## config.mk

```make
export PLATFORM = sky130hd
export DESIGN_NAME = sdram_timing_host
export DESIGN_NICKNAME = d
export VERILOG_FILES = /design/src/sdram_guard_pkg.sv /design/src/gap_timer.sv /design/src/sdram_timing_host.sv
export SDC_FILE = /design/constraint.sdc
export NUM_CORES = 1
export LEC_CHECK = 0
export BUFFER_PORTS_ARGS = -buffer_cell sky130_fd_sc_hd__buf_2
export CORE_AREA = 8 8 149 151
export CTS_CLUSTER_DIAMETER = 200
export DETAILED_ROUTE_END_ITERATION = 6
export DIE_AREA = 0 0 157 159
export GPL_TIMING_DRIVEN = 0
export PLACE_DENSITY = 0.71
export SYNTH_ARGS = -nofsm -noshare
export SYNTH_HDL_FRONTEND = slang
export SYNTH_HIERARCHICAL = 1
export SYNTH_SLANG_ARGS = --single-unit
```

## constraint.sdc

```tcl
create_clock -name sys_clk -period 3.7 [get_ports sys_clk]
set_clock_uncertainty 0.1 [all_clocks]
set_input_delay 0.555 -clock sys_clk [delete_from_list [all_inputs] [get_ports sys_clk]]
set_output_delay 0.555 -clock sys_clk [all_outputs]
set_load 0.02 [all_outputs]
```

## src/sdram_guard_pkg.sv

```systemverilog
package sdram_guard_pkg;
  // clock and array geometry
  localparam int CLK_PS = 5000; // 200 MHz system clock period in ps
  localparam int ROWS = 8192; // rows refreshed per retention period
  localparam int BANK_W = 2;
  localparam int ROW_W = 13;
  localparam int COL_W = 10;
  localparam int DQ_W = 8;
  localparam int ADDR_W = 13;
  localparam int AP_BIT = 10; // auto-precharge / all-banks address bit
  localparam int CAS_LAT = 3; // read latency programmed into the mode word
  localparam int GAP_W = 8; // width of every gap timer

  // command gaps in ns, fastest grade
  localparam int T_RC_NS = 60;
  localparam int T_RFC_NS = 60;
  localparam int T_RAS_NS = 45;
  localparam int T_RP_NS = 15;
  localparam int T_RCD_NS = 15;
  localparam int T_RRD_NS = 10;
  localparam int T_DPL_NS = 12;
  localparam int T_DAL_NS = 25;
  localparam int T_MRD_NS = 10;
  localparam int T_XSR_NS = 65;
  localparam int T_PDE_NS = 5;
  localparam int T_INIT_NS = 100000; // power-up quiet time, 100 us
  localparam int MIN_GAP_CYC = 2; // cycle floor on some gaps
  localparam int RETAIN_NORMAL_MS = 64;
  localparam int RETAIN_HOT_MS = 32;
  localparam int RETAIN_HOTTEST_MS = 8;

  // ns to cycles: round up, apply floor
  function automatic int cyc(input int ns, input int minCyc);
    int c;
    c = (ns * 1000 + CLK_PS - 1) / CLK_PS; // [RL17]
    if (c < minCyc) c = minCyc; // [RL17]
    if (c < 1) c = 1;
    return c;
  endfunction : cyc

  // refresh spacing: retention over rows, rounded down
  function automatic int refi(input int ms);
    return (ms * 1000000 / ROWS) * 1000 / CLK_PS;
  endfunction : refi

  localparam int RC_CYC = cyc(T_RC_NS, 1);
  localparam int RFC_CYC = cyc(T_RFC_NS, 1);
  localparam int RAS_CYC = cyc(T_RAS_NS, 1);
  localparam int RP_CYC = cyc(T_RP_NS, 1);
  localparam int RCD_CYC = cyc(T_RCD_NS, 1);
  localparam int RRD_CYC = cyc(T_RRD_NS, MIN_GAP_CYC); // [RL9]
  localparam int MRD_CYC = cyc(T_MRD_NS, MIN_GAP_CYC);
  localparam int DPL_CYC = cyc(T_DPL_NS, MIN_GAP_CYC);
  localparam int DAL_CYC = cyc(T_DAL_NS, 1);
  localparam int XSR_CYC = cyc(T_XSR_NS, 1);
  localparam int PDE_CYC = cyc(T_PDE_NS, 1);
  localparam int INIT_CYC = cyc(T_INIT_NS, 1);
  localparam logic [15:0] REFI_NORMAL = 16'(refi(RETAIN_NORMAL_MS));
  localparam logic [15:0] REFI_HOT = 16'(refi(RETAIN_HOT_MS));
  localparam logic [15:0] REFI_HOTTEST = 16'(refi(RETAIN_HOTTEST_MS));

  // gap timer indices and lengths
  localparam int G_RC = 0;
  localparam int G_RFC = 1;
  localparam int G_RAS = 2;
  localparam int G_RP = 3;
  localparam int G_RCD = 4;
  localparam int G_RRD = 5;
  localparam int G_MRD = 6;
  localparam int G_DPL = 7;
  localparam int G_DAL = 8;
  localparam int G_XSR = 9;
  localparam int G_PDE = 10;
  localparam int NUM_GAPS = 11;
  localparam logic [GAP_W-1:0] GAP_CYC [NUM_GAPS] = '{8'(RC_CYC), 8'(RFC_CYC), 8'(RAS_CYC),
    8'(RP_CYC), 8'(RCD_CYC), 8'(RRD_CYC), 8'(MRD_CYC), 8'(DPL_CYC), 8'(DAL_CYC),
    8'(XSR_CYC), 8'(PDE_CYC)};

  // command codes {cs_n, ras_n, cas_n, we_n}
  localparam logic [3:0] CMD_NOP = 4'h7;
  localparam logic [3:0] CMD_ACT = 4'h3;
  localparam logic [3:0] CMD_READ = 4'h5;
  localparam logic [3:0] CMD_WRITE = 4'h4;
  localparam logic [3:0] CMD_PRE = 4'h2;
  localparam logic [3:0] CMD_REF = 4'h1;
  localparam logic [3:0] CMD_MRS = 4'h0;
  // burst of one, sequential, latency three, burst writes
  localparam logic [ADDR_W-1:0] MODE_WORD = 13'h0030;

  // temperature range codes
  localparam logic [1:0] TEMP_NORMAL = 2'h0; // up to 85 C
  localparam logic [1:0] TEMP_HOT = 2'h1; // above 85 C

  typedef enum logic [3:0] {
    ST_POWERUP = 4'h0, ST_PREALL = 4'h1, ST_INITREF = 4'h2, ST_LOADMODE = 4'h3,
    ST_IDLE = 4'h4, ST_REFRESH = 4'h5, ST_ACTIVATE = 4'h6, ST_ACCESS = 4'h7,
    ST_CLOSE = 4'h8, ST_SELFREF = 4'h9, ST_PDOWN = 4'ha
  } state_e;
endpackage : sdram_guard_pkg

```

## src/gap_timer.sv

```systemverilog
`timescale 1ns/100ps
module gap_timer #(
  parameter int W = 8
) (
  input wire logic sys_clk,
  input wire logic reset_n,
  input wire logic load,
  input wire logic [W-1:0] loadValue,
  output logic done
);
  logic [W-1:0] count_q; // cycles still to wait after the command on the pins

  // load on the deciding edge, count down to zero
  always_ff @(posedge sys_clk) begin
    if (!reset_n) begin
      count_q <= '0;
    end else if (load) begin
      count_q <= loadValue - W'(1);
    end else if (count_q != '0) begin
      count_q <= count_q - W'(1);
    end
  end

  // gap satisfied once the count is spent
  assign done = (count_q == '0);
endmodule : gap_timer

```

## src/sdram_timing_host.sv

```systemverilog
// Contract
// RL1 - 60 ns after activate or refresh
// RL2 - row open 45 ns, closed well before limit
// RL3 - precharge to activate at least 15 ns
// RL4 - activate to read or write 15 ns
// RL5 - activates to other banks 10 ns apart
// RL6 - last write data to precharge 12 ns
// RL7 - auto-precharge write to activate 25 ns
// RL8 - mode load to next command 10 ns
// RL9 - those three gaps span two cycles minimum
// RL10 - self-refresh exit to activate 65 ns
// RL11 - clock enable up before next command
// RL12 - every row refreshed within retention period
// RL13 - initialise before any memory operation
// RL14 - no self-refresh above 85 C
// RL15 - memory samples all inputs on rising edge
// RL16 - quiet 100 us, precharge, two refreshes, mode
// RL17 - round ns up, apply cycle floor
// RL18 - evenly spaced refreshes per temperature range
`timescale 1ns/100ps
module sdram_timing_host #(
  parameter int INIT_CYCLES = sdram_guard_pkg::INIT_CYC
) (
  input wire logic sys_clk,
  input wire logic reset_n,
  input wire logic reqValid,
  input wire logic reqWrite,
  input wire logic [sdram_guard_pkg::BANK_W-1:0] reqBank,
  input wire logic [sdram_guard_pkg::ROW_W-1:0] reqRow,
  input wire logic [sdram_guard_pkg::COL_W-1:0] reqCol,
  input wire logic [sdram_guard_pkg::DQ_W-1:0] reqWdata,
  output logic reqReady,
  output logic rdValid,
  output logic [sdram_guard_pkg::DQ_W-1:0] rdData,
  input wire logic [1:0] tempRange,
  input wire logic selfRefreshReq,
  input wire logic powerDownReq,
  output logic initDone,
  output logic sdCke,
  output logic sdCsN,
  output logic sdRasN,
  output logic sdCasN,
  output logic sdWeN,
  output logic [sdram_guard_pkg::BANK_W-1:0] sdBa,
  output logic [sdram_guard_pkg::ADDR_W-1:0] sdAddr,
  output logic [sdram_guard_pkg::DQ_W-1:0] sdDqOut,
  output logic sdDqOe,
  input wire logic [sdram_guard_pkg::DQ_W-1:0] sdDqIn
);
  import sdram_guard_pkg::*;

  state_e state_q; // sequencer state
  state_e state_d;
  logic [3:0] cmd_d; // command presented next cycle
  logic [ADDR_W-1:0] addr_d;
  logic [BANK_W-1:0] ba_d;
  logic cke_d;
  logic [NUM_GAPS-1:0] gapLoad; // restart a gap timer
  logic [NUM_GAPS-1:0] gapDone; // gap timer has run out
  logic [15:0] initCnt_q; // power-up quiet counter
  logic initRef_q; // first init refresh already issued
  logic [15:0] refiCnt_q; // cycles to next refresh due
  logic refreshDue_q; // a refresh is owed
  logic refFire; // refresh or self-refresh entry issued
  logic actFire; // activate issued, request taken
  logic rdFire; // read issued
  logic wrFire; // write issued
  logic reqWrite_q; // latched request
  logic [BANK_W-1:0] reqBank_q;
  logic [COL_W-1:0] reqCol_q;
  logic [DQ_W-1:0] reqWdata_q;
  logic [CAS_LAT:0] rdPipe_q; // read return delay line
  logic commonOk; // gaps that guard every command
  logic actOk;
  logic refOk;

  // one timer per command gap
  genvar gi;
  generate
    for (gi = 0; gi < NUM_GAPS; gi++) begin : g_gap
      gap_timer #(.W(GAP_W)) u_gap (
        .sys_clk(sys_clk),
        .reset_n(reset_n),
        .load(gapLoad[gi]),
        .loadValue(GAP_CYC[gi]),
        .done(gapDone[gi])
      );
    end
  endgenerate

  // gates per command kind
  assign commonOk = gapDone[G_RFC] & gapDone[G_MRD] & gapDone[G_PDE]; // [RL1] [RL8] [RL11]
  assign actOk = commonOk & gapDone[G_RC] & gapDone[G_RP] & gapDone[G_RRD] // [RL1] [RL3] [RL5]
    & gapDone[G_DAL] & gapDone[G_XSR]; // [RL7] [RL10]
  assign refOk = commonOk & gapDone[G_RC] & gapDone[G_RP] & gapDone[G_DAL]; // [RL1] [RL7]

  // next command, pin values and state
  always_comb begin
    state_d = state_q;
    cmd_d = CMD_NOP;
    addr_d = '0;
    ba_d = reqBank_q;
    cke_d = sdCke;
    gapLoad = '0;
    refFire = 1'b0;
    actFire = 1'b0;
    rdFire = 1'b0;
    wrFire = 1'b0;
    case (state_q)
      ST_POWERUP: begin
        // only no-operation until the quiet time is over
        if (initCnt_q >= 16'(INIT_CYCLES - 1)) begin // [RL16]
          state_d = ST_PREALL;
        end
      end
      ST_PREALL: begin
        // precharge every bank
        if (commonOk) begin // [RL16]
          cmd_d = CMD_PRE;
          addr_d[AP_BIT] = 1'b1;
          gapLoad[G_RP] = 1'b1;
          state_d = ST_INITREF;
        end
      end
      ST_INITREF: begin
        // two refreshes before the mode load
        if (refOk) begin // [RL16]
          cmd_d = CMD_REF;
          refFire = 1'b1;
          gapLoad[G_RC] = 1'b1;
          gapLoad[G_RFC] = 1'b1;
          if (initRef_q) state_d = ST_LOADMODE;
        end
      end
      ST_LOADMODE: begin
        // program the mode word, then normal service
        if (commonOk && gapDone[G_RP] && gapDone[G_RC]) begin // [RL16]
          cmd_d = CMD_MRS;
          addr_d = MODE_WORD;
          gapLoad[G_MRD] = 1'b1; // [RL8]
          state_d = ST_IDLE;
        end
      end
      ST_IDLE: begin
        // refresh first, then traffic, then low power
        if (refreshDue_q) begin
          state_d = ST_REFRESH; // [RL12]
        end else if (reqValid) begin
          state_d = ST_ACTIVATE;
        end else if (selfRefreshReq && tempRange == TEMP_NORMAL && refOk) begin // [RL14]
          cmd_d = CMD_REF;
          cke_d = 1'b0;
          refFire = 1'b1;
          gapLoad[G_RC] = 1'b1; // [RL1]
          gapLoad[G_RFC] = 1'b1; // [RL1]
          state_d = ST_SELFREF;
        end else if (powerDownReq && commonOk) begin
          cke_d = 1'b0;
          state_d = ST_PDOWN;
        end
      end
      ST_REFRESH: begin
        if (refOk) begin // [RL1]
          cmd_d = CMD_REF;
          refFire = 1'b1;
          gapLoad[G_RC] = 1'b1;
          gapLoad[G_RFC] = 1'b1;
          state_d = ST_IDLE;
        end
      end
      ST_ACTIVATE: begin
        // open the row of the waiting request
        if (actOk) begin // [RL13]
          cmd_d = CMD_ACT;
          ba_d = reqBank;
          addr_d = reqRow;
          actFire = 1'b1;
          gapLoad[G_RC] = 1'b1;
          gapLoad[G_RAS] = 1'b1;
          gapLoad[G_RCD] = 1'b1;
          gapLoad[G_RRD] = 1'b1;
          state_d = ST_ACCESS;
        end
      end
      ST_ACCESS: begin
        if (commonOk && gapDone[G_RCD]) begin // [RL4]
          addr_d = ADDR_W'(reqCol_q);
          if (reqWrite_q) begin
            // write closes its own row
            cmd_d = CMD_WRITE;
            addr_d[AP_BIT] = 1'b1;
            wrFire = 1'b1;
            gapLoad[G_DAL] = 1'b1; // [RL7]
            gapLoad[G_DPL] = 1'b1; // [RL6]
            state_d = ST_IDLE;
          end else begin
            cmd_d = CMD_READ;
            rdFire = 1'b1;
            state_d = ST_CLOSE;
          end
        end
      end
      ST_CLOSE: begin
        // close the row once it has been open long enough
        if (commonOk && gapDone[G_RAS] && gapDone[G_DPL]) begin // [RL2] [RL6]
          cmd_d = CMD_PRE;
          gapLoad[G_RP] = 1'b1; // [RL3]
          state_d = ST_IDLE;
        end
      end
      ST_SELFREF: begin
        if (!selfRefreshReq) begin
          cke_d = 1'b1;
          gapLoad[G_XSR] = 1'b1; // [RL10]
          state_d = ST_IDLE;
        end
      end
      ST_PDOWN: begin
        // leave early when a refresh falls due
        if (!powerDownReq || refreshDue_q) begin
          cke_d = 1'b1;
          gapLoad[G_PDE] = 1'b1; // [RL11]
          state_d = ST_IDLE;
        end
      end
      default: state_d = ST_IDLE;
    endcase
  end

  // sequencer state
  always_ff @(posedge sys_clk) begin
    if (!reset_n) begin
      state_q <= ST_POWERUP;
    end else begin
      state_q <= state_d;
    end
  end

  // memory pins, all registered
  always_ff @(posedge sys_clk) begin
    if (!reset_n) begin
      sdCke <= 1'b1;
      {sdCsN, sdRasN, sdCasN, sdWeN} <= CMD_NOP;
      sdBa <= '0;
      sdAddr <= '0;
      sdDqOut <= '0;
      sdDqOe <= 1'b0;
    end else begin
      sdCke <= cke_d;
      {sdCsN, sdRasN, sdCasN, sdWeN} <= cmd_d;
      sdBa <= ba_d;
      sdAddr <= addr_d;
      sdDqOut <= reqWdata_q;
      sdDqOe <= wrFire; // data rides with the write command
    end
  end

  // power-up count and init progress
  always_ff @(posedge sys_clk) begin
    if (!reset_n) begin
      initCnt_q <= '0;
      initRef_q <= 1'b0;
      initDone <= 1'b0;
    end else begin
      if (state_q == ST_POWERUP) initCnt_q <= initCnt_q + 16'd1;
      if (state_q == ST_INITREF && refFire) initRef_q <= 1'b1;
      if (state_q == ST_LOADMODE && state_d == ST_IDLE) initDone <= 1'b1; // [RL13]
    end
  end

  // evenly spaced refresh demand per temperature range
  always_ff @(posedge sys_clk) begin
    if (!reset_n) begin
      refiCnt_q <= REFI_NORMAL;
      refreshDue_q <= 1'b0;
    end else if (!initDone || state_q == ST_SELFREF) begin
      refiCnt_q <= REFI_HOTTEST; // no demand before init; memory refreshes itself in self-refresh
      refreshDue_q <= 1'b0;
    end else if (refiCnt_q == '0) begin
      refiCnt_q <= (tempRange == TEMP_NORMAL) ? REFI_NORMAL : // [RL18]
        (tempRange == TEMP_HOT) ? REFI_HOT : REFI_HOTTEST; // [RL12]
      refreshDue_q <= 1'b1; // set wins over a same-cycle clear
    end else begin
      refiCnt_q <= refiCnt_q - 16'd1;
      if (refFire) refreshDue_q <= 1'b0;
    end
  end

  // request capture and hand-shake
  always_ff @(posedge sys_clk) begin
    if (!reset_n) begin
      reqReady <= 1'b0;
      reqWrite_q <= 1'b0;
      reqBank_q <= '0;
      reqCol_q <= '0;
      reqWdata_q <= '0;
    end else begin
      reqReady <= actFire;
      if (actFire) begin
        reqWrite_q <= reqWrite;
        reqBank_q <= reqBank;
        reqCol_q <= reqCol;
        reqWdata_q <= reqWdata;
      end
    end
  end

  // read data one latency after the read
  always_ff @(posedge sys_clk) begin
    if (!reset_n) begin
      rdPipe_q <= '0;
      rdValid <= 1'b0;
      rdData <= '0;
    end else begin
      rdPipe_q <= {rdPipe_q[CAS_LAT-1:0], rdFire};
      rdValid <= rdPipe_q[CAS_LAT];
      if (rdPipe_q[CAS_LAT]) rdData <= sdDqIn;
    end
  end

  // cycles since activate, refresh, self-refresh exit
  logic [3:0] pinCmd;
  logic inSref_q;
  logic ckeLast_q;
  logic [2:0] evt;
  logic [7:0] since_q [3];
  assign pinCmd = {sdCsN, sdRasN, sdCasN, sdWeN};
  assign evt = {sdCke && !ckeLast_q && inSref_q, pinCmd == CMD_REF, pinCmd == CMD_ACT};

  always_ff @(posedge sys_clk) begin
    if (!reset_n) begin
      inSref_q <= 1'b0;
      ckeLast_q <= 1'b1;
      for (int i = 0; i < 3; i++) since_q[i] <= 8'hff;
    end else begin
      ckeLast_q <= sdCke;
      if (pinCmd == CMD_REF && !sdCke) inSref_q <= 1'b1;
      else if (sdCke) inSref_q <= 1'b0;
      for (int i = 0; i < 3; i++) begin
        if (evt[i]) since_q[i] <= 8'd1;
        else if (since_q[i] != 8'hff) since_q[i] <= since_q[i] + 8'd1;
      end
    end
  end
endmodule : sdram_timing_host

```

==> metrics.md, run 1 <==
| Metric | Value |
|---|---|
| Status | `complete, no violations` |
| Post-synth top cells | `dfxtp_1 (190), nor2_1 (135), mux2i_1 (98)` |
| Register area share after synthesis | `38.9%` |
| Critical path class | `flop to flop` |
| Via Count | `8461` |
| Top-area cell type share of the netlist area | `38.9%` |
| CTS tree | `done` |
| RR Endpoint | `g_gap[8].u_gap/count_q[6]` |
| Max Root-Sink Buffers | `2` |
| Drt drc | `0` |
| Critical path origin | `g_gap[1].u_gap/count_q[3]` |
| Layout area overhead | `23.2%` |
| CP Max Fanout | `10` |
| Clock Sinks | `190` |
| WL/cell | `13.2 um` |
| Pre-Repair DR Iteration Count | `5` |
| Number of port buffers | `87` |
| Nets@finish | `1482` |
| Setup crit end | `g_gap[8].u_gap/count_q[6]` |
| Cts bufs inserted | `17` |
| Storage element area | `3800 um^2` |
| Post-route ant nets | `0` |
| Die Wd | `157 um` |
| EDFF count, synth | `0` |
| Quantity of hold-fixing buffers added after cts | `0` |
| WHS | `253 ps` |
| Leakage power | `4.83 nW` |
| Largest net degree at the start of global routing | `27` |
| Pwr/cell area | `590 nW/um^2` |
| Synth Cell Area | `9780 um^2` |
| Core Footprint | `19800 um^2` |
| Core Util, Final | `60.8%` |
| Proportion of layout cells with a drive suffix above 1 | `12.8%` |
| Power consumption | `0.00711 W` |
| Largest area contributor in the netlist | `dfxtp_1` |
| Final Critical Period | `3480 ps` |
| Most numerous cell in the Yosys netlist | `dfxtp_1` |
| Worst hold-check path type | `input port to flop` |
| Global placement routability congestion | `0.934` |
| Syn avg cell area | `8.84 um^2` |
| Max-Cap Viols | `0` |
| Die height | `159 um` |
| Setup violators final | `0` |
| Async set-reset flop share out of synthesis | `0%` |
| Final Hold Vio Count | `0` |
| Post-detail-place hpwl | `16.5 mm` |
| Critical path required time | `3950 ps` |
| Drt total wl | `22.6 mm` |
| Setup crit end kind | `flop` |
| Max-slew violation count | `0` |
| Die ar. | `25000 um^2` |
| Area of the multi-input gates | `6430 um^2` |
| Initial antenna violation count | `4` |
| Fin crit share | `94.1%` |
| Worst vdd ir | `356 uV` |
| R2R cell count | `15` |
| Yosys warns | `6` |
| DR vias/cell | `4.96` |
| Syn Inst Count | `1107` |
| Fmax | `287 MHz` |
| Library cells used by synthesis | `66` |
| Fillers | `1773` |
| First-pass GRT wire length | `38.4 mm` |
| Actual slew at the worst max-slew pin | `860 ps` |
| CP cell instances | `nor4_2 -> nand2_1 -> inv_1 -> and3_2 -> nand2_1 -> nor3_4 -> buf_4 -> and2_2 -> buf_6 -> buf_4 -> mux2i_1 -> ha_1 -> o21ai_1 -> o21a_1 -> nor3_1` |
| Cell row count | `52` |
| Reg-to-reg slack, setup | `220 ps` |
| Iteration-0 DRC Markers | `510` |
| CP peak stage delay | `350 ps` |
| Initial Utilization | `49.3%` |
| IO Pins | `89` |
| Vias in the first global route | `8259` |
| Worst setup SP type | `flop` |
| Area contributors post-synth | `dfxtp_1 (39%), mux2i_1 (10%), nor2_1 (5.2%)` |
| H-tree levels | `4` |
| CTS clock-pin slew for the worst setup and hold paths | `70 ps` |
| Yosys reg bits | `190` |
| Clk Latency, worst-skew pair | `430 ps` |
| R2r startpoint | `g_gap[1].u_gap/count_q[3]` |
| Most used DFF post-synth | `dfxtp_1` |
| Root Driver | `clkbuf_16` |
| Global router's overall resource usage | `18.5%` |
| Global route overflow | `0` |
| Slew HR | `42.2%` |
| Critical-path top delay cell | `dfxtp_1` |
| Critical Path AT | `3730 ps` |
[per-layer routing]
| metal | share of wire, % | wire length (um) | track usage [%] |
|---|---|---|---|
| met3 | 6.5 | 1460 | 5.21 |
| met5 | 0.071 | 16 | 0 |
| met2 | 45 | 10100 | 29.6 |
| met4 | 2.1 | 465 | 7.12 |
| met1 | 47 | 10500 | 23.0 |
[what timing repair did]
action / CTS / global route
buffers inserted: 2 / 2
resized for setup: 14 / 9
endpoints found under the setup margin: 45 / 16
pin swaps: 1 / 2
gates cloned: 0 / 0
[how the worst min path moves through the flow]
stage | start | endpoint | slack, ps | cells past startpoint
after global routing | reqRow[11] | sdAddr[11] | 240 | 2
after CTS | reqRow[11] | sdAddr[11] | 240 | 2
after floorplan | rdPipe_q[0] | rdPipe_q[1] | 310 | 1
after global placement | rdPipe_q[2] | rdPipe_q[3] | 330 | 1
final | reqRow[11] | sdAddr[11] | 250 | 2
after detailed placement | rdPipe_q[0] | rdPipe_q[1] | 330 | 1
[cells in the final DEF (no fill, tap or decap), drive strengths merged, types with 4 or more instances in the layout]
cell	n
o21ai	40
a21oi	49
or3b	25
clkbuf	39
ha	13
o21a	14
a22oi	20
or4	13
inv	29
nor2	135
nand2b	11
buf	115
nor3	62
a222oi	11
or3	31
dfxtp	190
or4b	12
nor2b	11
a31oi	4
o211a	11
nand4	4
clkinv	4
conb	210
and3	5
nand2	78
a21o	4
nor3b	14
and2	25
mux2i	98
nand3	11
xnor2	50
xor2	31
nor4	32
[power breakdown]
| group | internal [W] | switching (W) | leakage [nW] | total (W) |
|---|---|---|---|---|
| Sequential | 0.00241 | 0.000304 | 1.55 | 0.00272 |
| Combinational | 0.00123 | 0.00119 | 2.96 | 0.00242 |
| Clock | 0.00114 | 0.000831 | 0.316 | 0.00197 |
| Total | 0.00478 | 0.00233 | 4.83 | 0.00711 |
[metrics by stage]
stage                     cells  setup TNS [ps]  setup WS, ps  cell area [um^2]
after CTS                  1704               0          37.1             12000
final                      1705               0           219             12100
after global placement     1672          -10700          -735             11300
after detailed placement   1672          -13960          -806             11300
after global routing       1705           -22.1         -15.0             12100
after floorplan            1315               0           307             10600
[sequential cells by signal, indices dropped and copies added, names as in the netlist, 2 cells and up]
register	cells
sdAddr	13
rdData	8
state_q	4
reqBank_q	2
reqWdata_q	8
sdBa	2
rdPipe_q	4
refiCnt_q	16
sdDqOut	8
initCnt_q	16
reqCol_q	10
g_gap.u_gap/count_q	88
[cell type report]
| class | instances | area share [%] |
|---|---|---|
| antenna | 2 | 0.0415 |
| buffer | 43 | 2.32 |
| clock buffer | 20 | 3.87 |
| clock inverter | 12 | 1.41 |
| inverter | 24 | 0.789 |
| multi-input combinational | 1053 | 53.4 |
| sequential | 190 | 31.5 |
| tap | 270 | 2.80 |
| timing repair buffer | 91 | 3.86 |
[logic make-up after synthesis]
| group | synth area share [%] |
|---|---|
| AO/OA/AOI/OAI | 11.8 |
| XOR/XNOR | 7.25 |
| adder cells (fa/ha/maj) | 1.66 |
| buffers and inverters | 3.87 |
| flip-flops | 38.9 |
| multiplexers | 10.2 |
| other | 0.0768 |
| AND/OR/NAND/NOR | 26.2 |
[critical path: cells and delay by family (launching register included)]
family / cells / cell delay [ps]
compound gates: 2 / 330
buf+inv: 4 / 730
fa+ha+maj: 1 / 200
simple gates: 7 / 1480
mux: 1 / 210
flops: 1 / 350
Note: power is estimated with default switching activity, not from simulation.
==> inputs of run 2 (changes only) <==
--- a/config.mk
+++ b/config.mk
@@ -5,13 +5,14 @@
 export SDC_FILE = /design/constraint.sdc
 export NUM_CORES = 1
 export LEC_CHECK = 0
-export BUFFER_PORTS_ARGS = -buffer_cell sky130_fd_sc_hd__buf_2
 export CORE_AREA = 8 8 149 151
 export CTS_CLUSTER_DIAMETER = 200
 export DETAILED_ROUTE_END_ITERATION = 6
 export DIE_AREA = 0 0 157 159
+export DONT_BUFFER_PORTS = 1
+export GPL_ROUTABILITY_DRIVEN = 0
 export GPL_TIMING_DRIVEN = 0
-export PLACE_DENSITY = 0.71
+export PLACE_DENSITY = 0.68
 export SYNTH_ARGS = -nofsm -noshare
 export SYNTH_HDL_FRONTEND = slang
 export SYNTH_HIERARCHICAL = 1
==> run 2 against run 1 <==
Combinational power shrank 2%. Cell count shrank 5.3%. Clock power shrank 3%. Sequential cell count is the same. Critical path depth shrank 2. Highest routed layer is now met4. Via count shrank 3.0%.
==> metrics.md, run 2 (synthesized netlist as in run 1, its figures left out) <==
| Metric | Value |
|---|---|
| Number of inserted diodes | `0 (-2)` |
| CTS tree | `done` |
| Max Root-Sink Buffers | `2 (unchanged)` |
| Fin crit share | `93.2% (-0.87 points)` |
| Die Wd | `157 um (unchanged)` |
| Largest Register | `g_gap.u_gap/count_q` |
| Pwr/cell area | `604 nW/um^2 (+2.5%)` |
| Worst Hold End | `reqWdata_q[5]` |
| Biggest regs | `g_gap.u_gap/count_q: 88 flops, initCnt_q: 16 flops, refiCnt_q: 16 flops` |
| Critical Path AT | `3650 ps (-80 ps)` |
| DR vias/cell | `5.08 (+2.4%)` |
| Final Hold Vio Count | `0 (unchanged)` |
| Setup repair after global routing missed its margin | `false` |
| Fillers | `1806 (+1.9%)` |
| Buf/Inv on CP | `3 (-1)` |
| Layout area overhead | `18.6%` |
| R2r startpoint | `g_gap[6].u_gap/count_q[3]` |
| Via Count | `8207 (-3.0%)` |
| Vias in the first global route | `7999 (-3.1%)` |
| Core Util, Final | `58.5% (-2.3 points)` |
| Initial Utilization | `49.3% (unchanged)` |
| Initial antenna violation count | `0 (-4)` |
| Worst hold-check path type | `input port to flop` |
| Post-detail-place hpwl | `16.1 mm (-2.5%)` |
| Most frequent cells in the layout | `conb_1 (210), dfxtp_1 (190), nor2_1 (134), mux2i_1 (97), nand2_1 (78)` |
| Reg-to-reg slack, setup | `250 ps (+30 ps)` |
| CP peak stage delay | `380 ps (+30 ps)` |
| Area post-placement | `10900 um^2 (-3.8%)` |
| Nets@finish | `1394 (-5.9%)` |
| Core Footprint | `19800 um^2 (unchanged)` |
| Most common cell after layout, fill and taps aside | `conb_1` |
| Setup violators final | `0 (unchanged)` |
| Max-slew violation count | `0 (unchanged)` |
| CP Max Fanout | `19 (+9)` |
| Die height | `159 um (unchanged)` |
| Iteration-0 DRC Markers | `431 (-15%)` |
| Root Driver | `clkbuf_16` |
| Cts bufs inserted | `17 (unchanged)` |
| H-tree levels | `4 (unchanged)` |
| Global router's overall resource usage | `18.5% (+0.065 points)` |
| Clk Latency, worst-skew pair | `440 ps (about the same)` |
| Final Critical Period | `3450 ps (-32.2 ps)` |
| Critical-path top delay cell | `or3b_1` |
| Status | `complete, no violations` |
| Drt total wl | `22.3 mm (-1.3%)` |
| RR Endpoint | `g_gap[8].u_gap/count_q[7]` |
| Proportion of layout cells with a drive suffix above 1 | `6.99% (-5.9 points)` |
| CTS clock-pin slew for the worst setup and hold paths | `80 ps (about the same)` |
| Area of all placed cells without fillers | `11600 um^2 (-3.7%)` |
| Slew HR | `45.2% (+3.0 points)` |
| Setup crit end kind | `flop` |
| Finished Layout Cells | `1615 (-5.3%)` |
| First-pass GRT wire length | `38.0 mm (-0.99%)` |
| CP cell instances | `nor4_1 -> nand2_1 -> inv_1 -> and3_2 -> nand2_1 -> nor3_4 -> buf_6 -> and2_2 -> buf_6 -> or3b_1 -> a222oi_1 -> xor2_1 -> nor2_1` |
| Max FFs per register | `88 (unchanged)` |
| TNS Setup | `0 ps (unchanged)` |
| Fmax | `290 MHz (+0.93%)` |
| Leakage power | `4.41 nW (-8.6%)` |
| Top delay family on crit path | `simple AND/OR/NAND/NOR gates` |
| Pre-Repair DR Iteration Count | `6 (+1)` |
| Critical path required time | `3900 ps (-50 ps)` |
| Critical path class | `flop to flop` |
| Worst setup SP type | `flop` |
| Worst vdd ir | `327 uV (-8.0%)` |
| DP Cell Count | `1585 (-5.2%)` |
| Cell row count | `52 (unchanged)` |
| Die ar. | `25000 um^2 (unchanged)` |
| Number of port buffers | `0 (-100%)` |
| Drt drc | `0 (unchanged)` |
| Actual slew at the worst max-slew pin | `816 ps (-43.9 ps)` |
| WL/cell | `13.8 um (+4.2%)` |
| Hold Crit Start | `reqWdata[5]` |
| Min-Delay Path Depth | `2 (unchanged)` |
| Power consumption | `0.00701 W (-1.3%)` |
| Max-Cap Viols | `0 (unchanged)` |
| Largest net degree at the start of global routing | `27 (unchanged)` |
| IO Pins | `89 (unchanged)` |
| Clock Sinks | `190 (unchanged)` |
| Global route overflow | `0 (unchanged)` |
| Post-route ant nets | `0 (unchanged)` |
| R2R cell count | `13 (-2)` |
[run 2: cell count changes in the layout (fill, tap and decap cells not counted), sizes merged]
cell	change
bufinv	-2
diode	-2
buf	-89
clkinv	+6
clkbuf	-2
inv	-1
[run 2: final cells by class]
class / count / area (um^2) / share of cell area (%)
Clock inverter: 15 / 218 / 1.88
Multi-Input combinational cell: 1053 / 6420 / 55.3
Sequential cell: 190 / 3800 / 32.8
Buffer: 42 / 275 / 2.37
Inverter: 24 / 95.1 / 0.819
Timing Repair Buffer: 4 / 30.0 / 0.259
Tap cell: 270 / 338 / 2.91
Clock buffer: 17 / 425 / 3.66
[run 2: worst max path at each step]
stage	from	to	cells after the start	slack (ps)
floorplan	g_gap[1].u_gap/count_q[3]	g_gap[5].u_gap/count_q[6]	15	310
global placement	g_gap[1].u_gap/count_q[3]	g_gap[5].u_gap/count_q[6]	15	-720
detailed placement	g_gap[1].u_gap/count_q[3]	g_gap[2].u_gap/count_q[6]	15	-780
CTS	g_gap[1].u_gap/count_q[3]	g_gap[5].u_gap/count_q[6]	15	2
global route	g_gap[1].u_gap/count_q[3]	g_gap[5].u_gap/count_q[6]	15	1
finish	g_gap[6].u_gap/count_q[3]	g_gap[8].u_gap/count_q[7]	13	250
[run 2: layer usage]
| metal | GRT usage (%) | wire (um) | vias up |
|---|---|---|---|
| met5 | 0 | 0 | - |
| met4 | 6.42 | 490 | 0 |
| met3 | 7.44 | 2020 | 38 |
| met2 | 29.4 | 9820 | 212 |
| met1 | 22.3 | 9950 | 3757 |
| li1 | - | - | 4200 |
[run 2: power breakdown]
part	switching, W	internal (W)
Combinational	0.00118	0.00120
Clock	0.000931	0.000989
Sequential	0.000303	0.00241
[run 2: repair_timing]
item	4_1_cts	5_1_grt
pin swaps	1	2
setup endpoints to repair	46	18
setup buffers	2	2
resized for setup	10	11
hold buffers	0	0
[run 2: per-stage QoR]
stage | hold WS [ps] | setup slack [ps]
2_1_floorplan | 312 | 307
3_3_place_gp | 322 | -716
3_5_place_dp | 324 | -784
4_1_cts | 118 | 2.09
5_1_grt | 120 | 1.16
6_report | 137 | 251
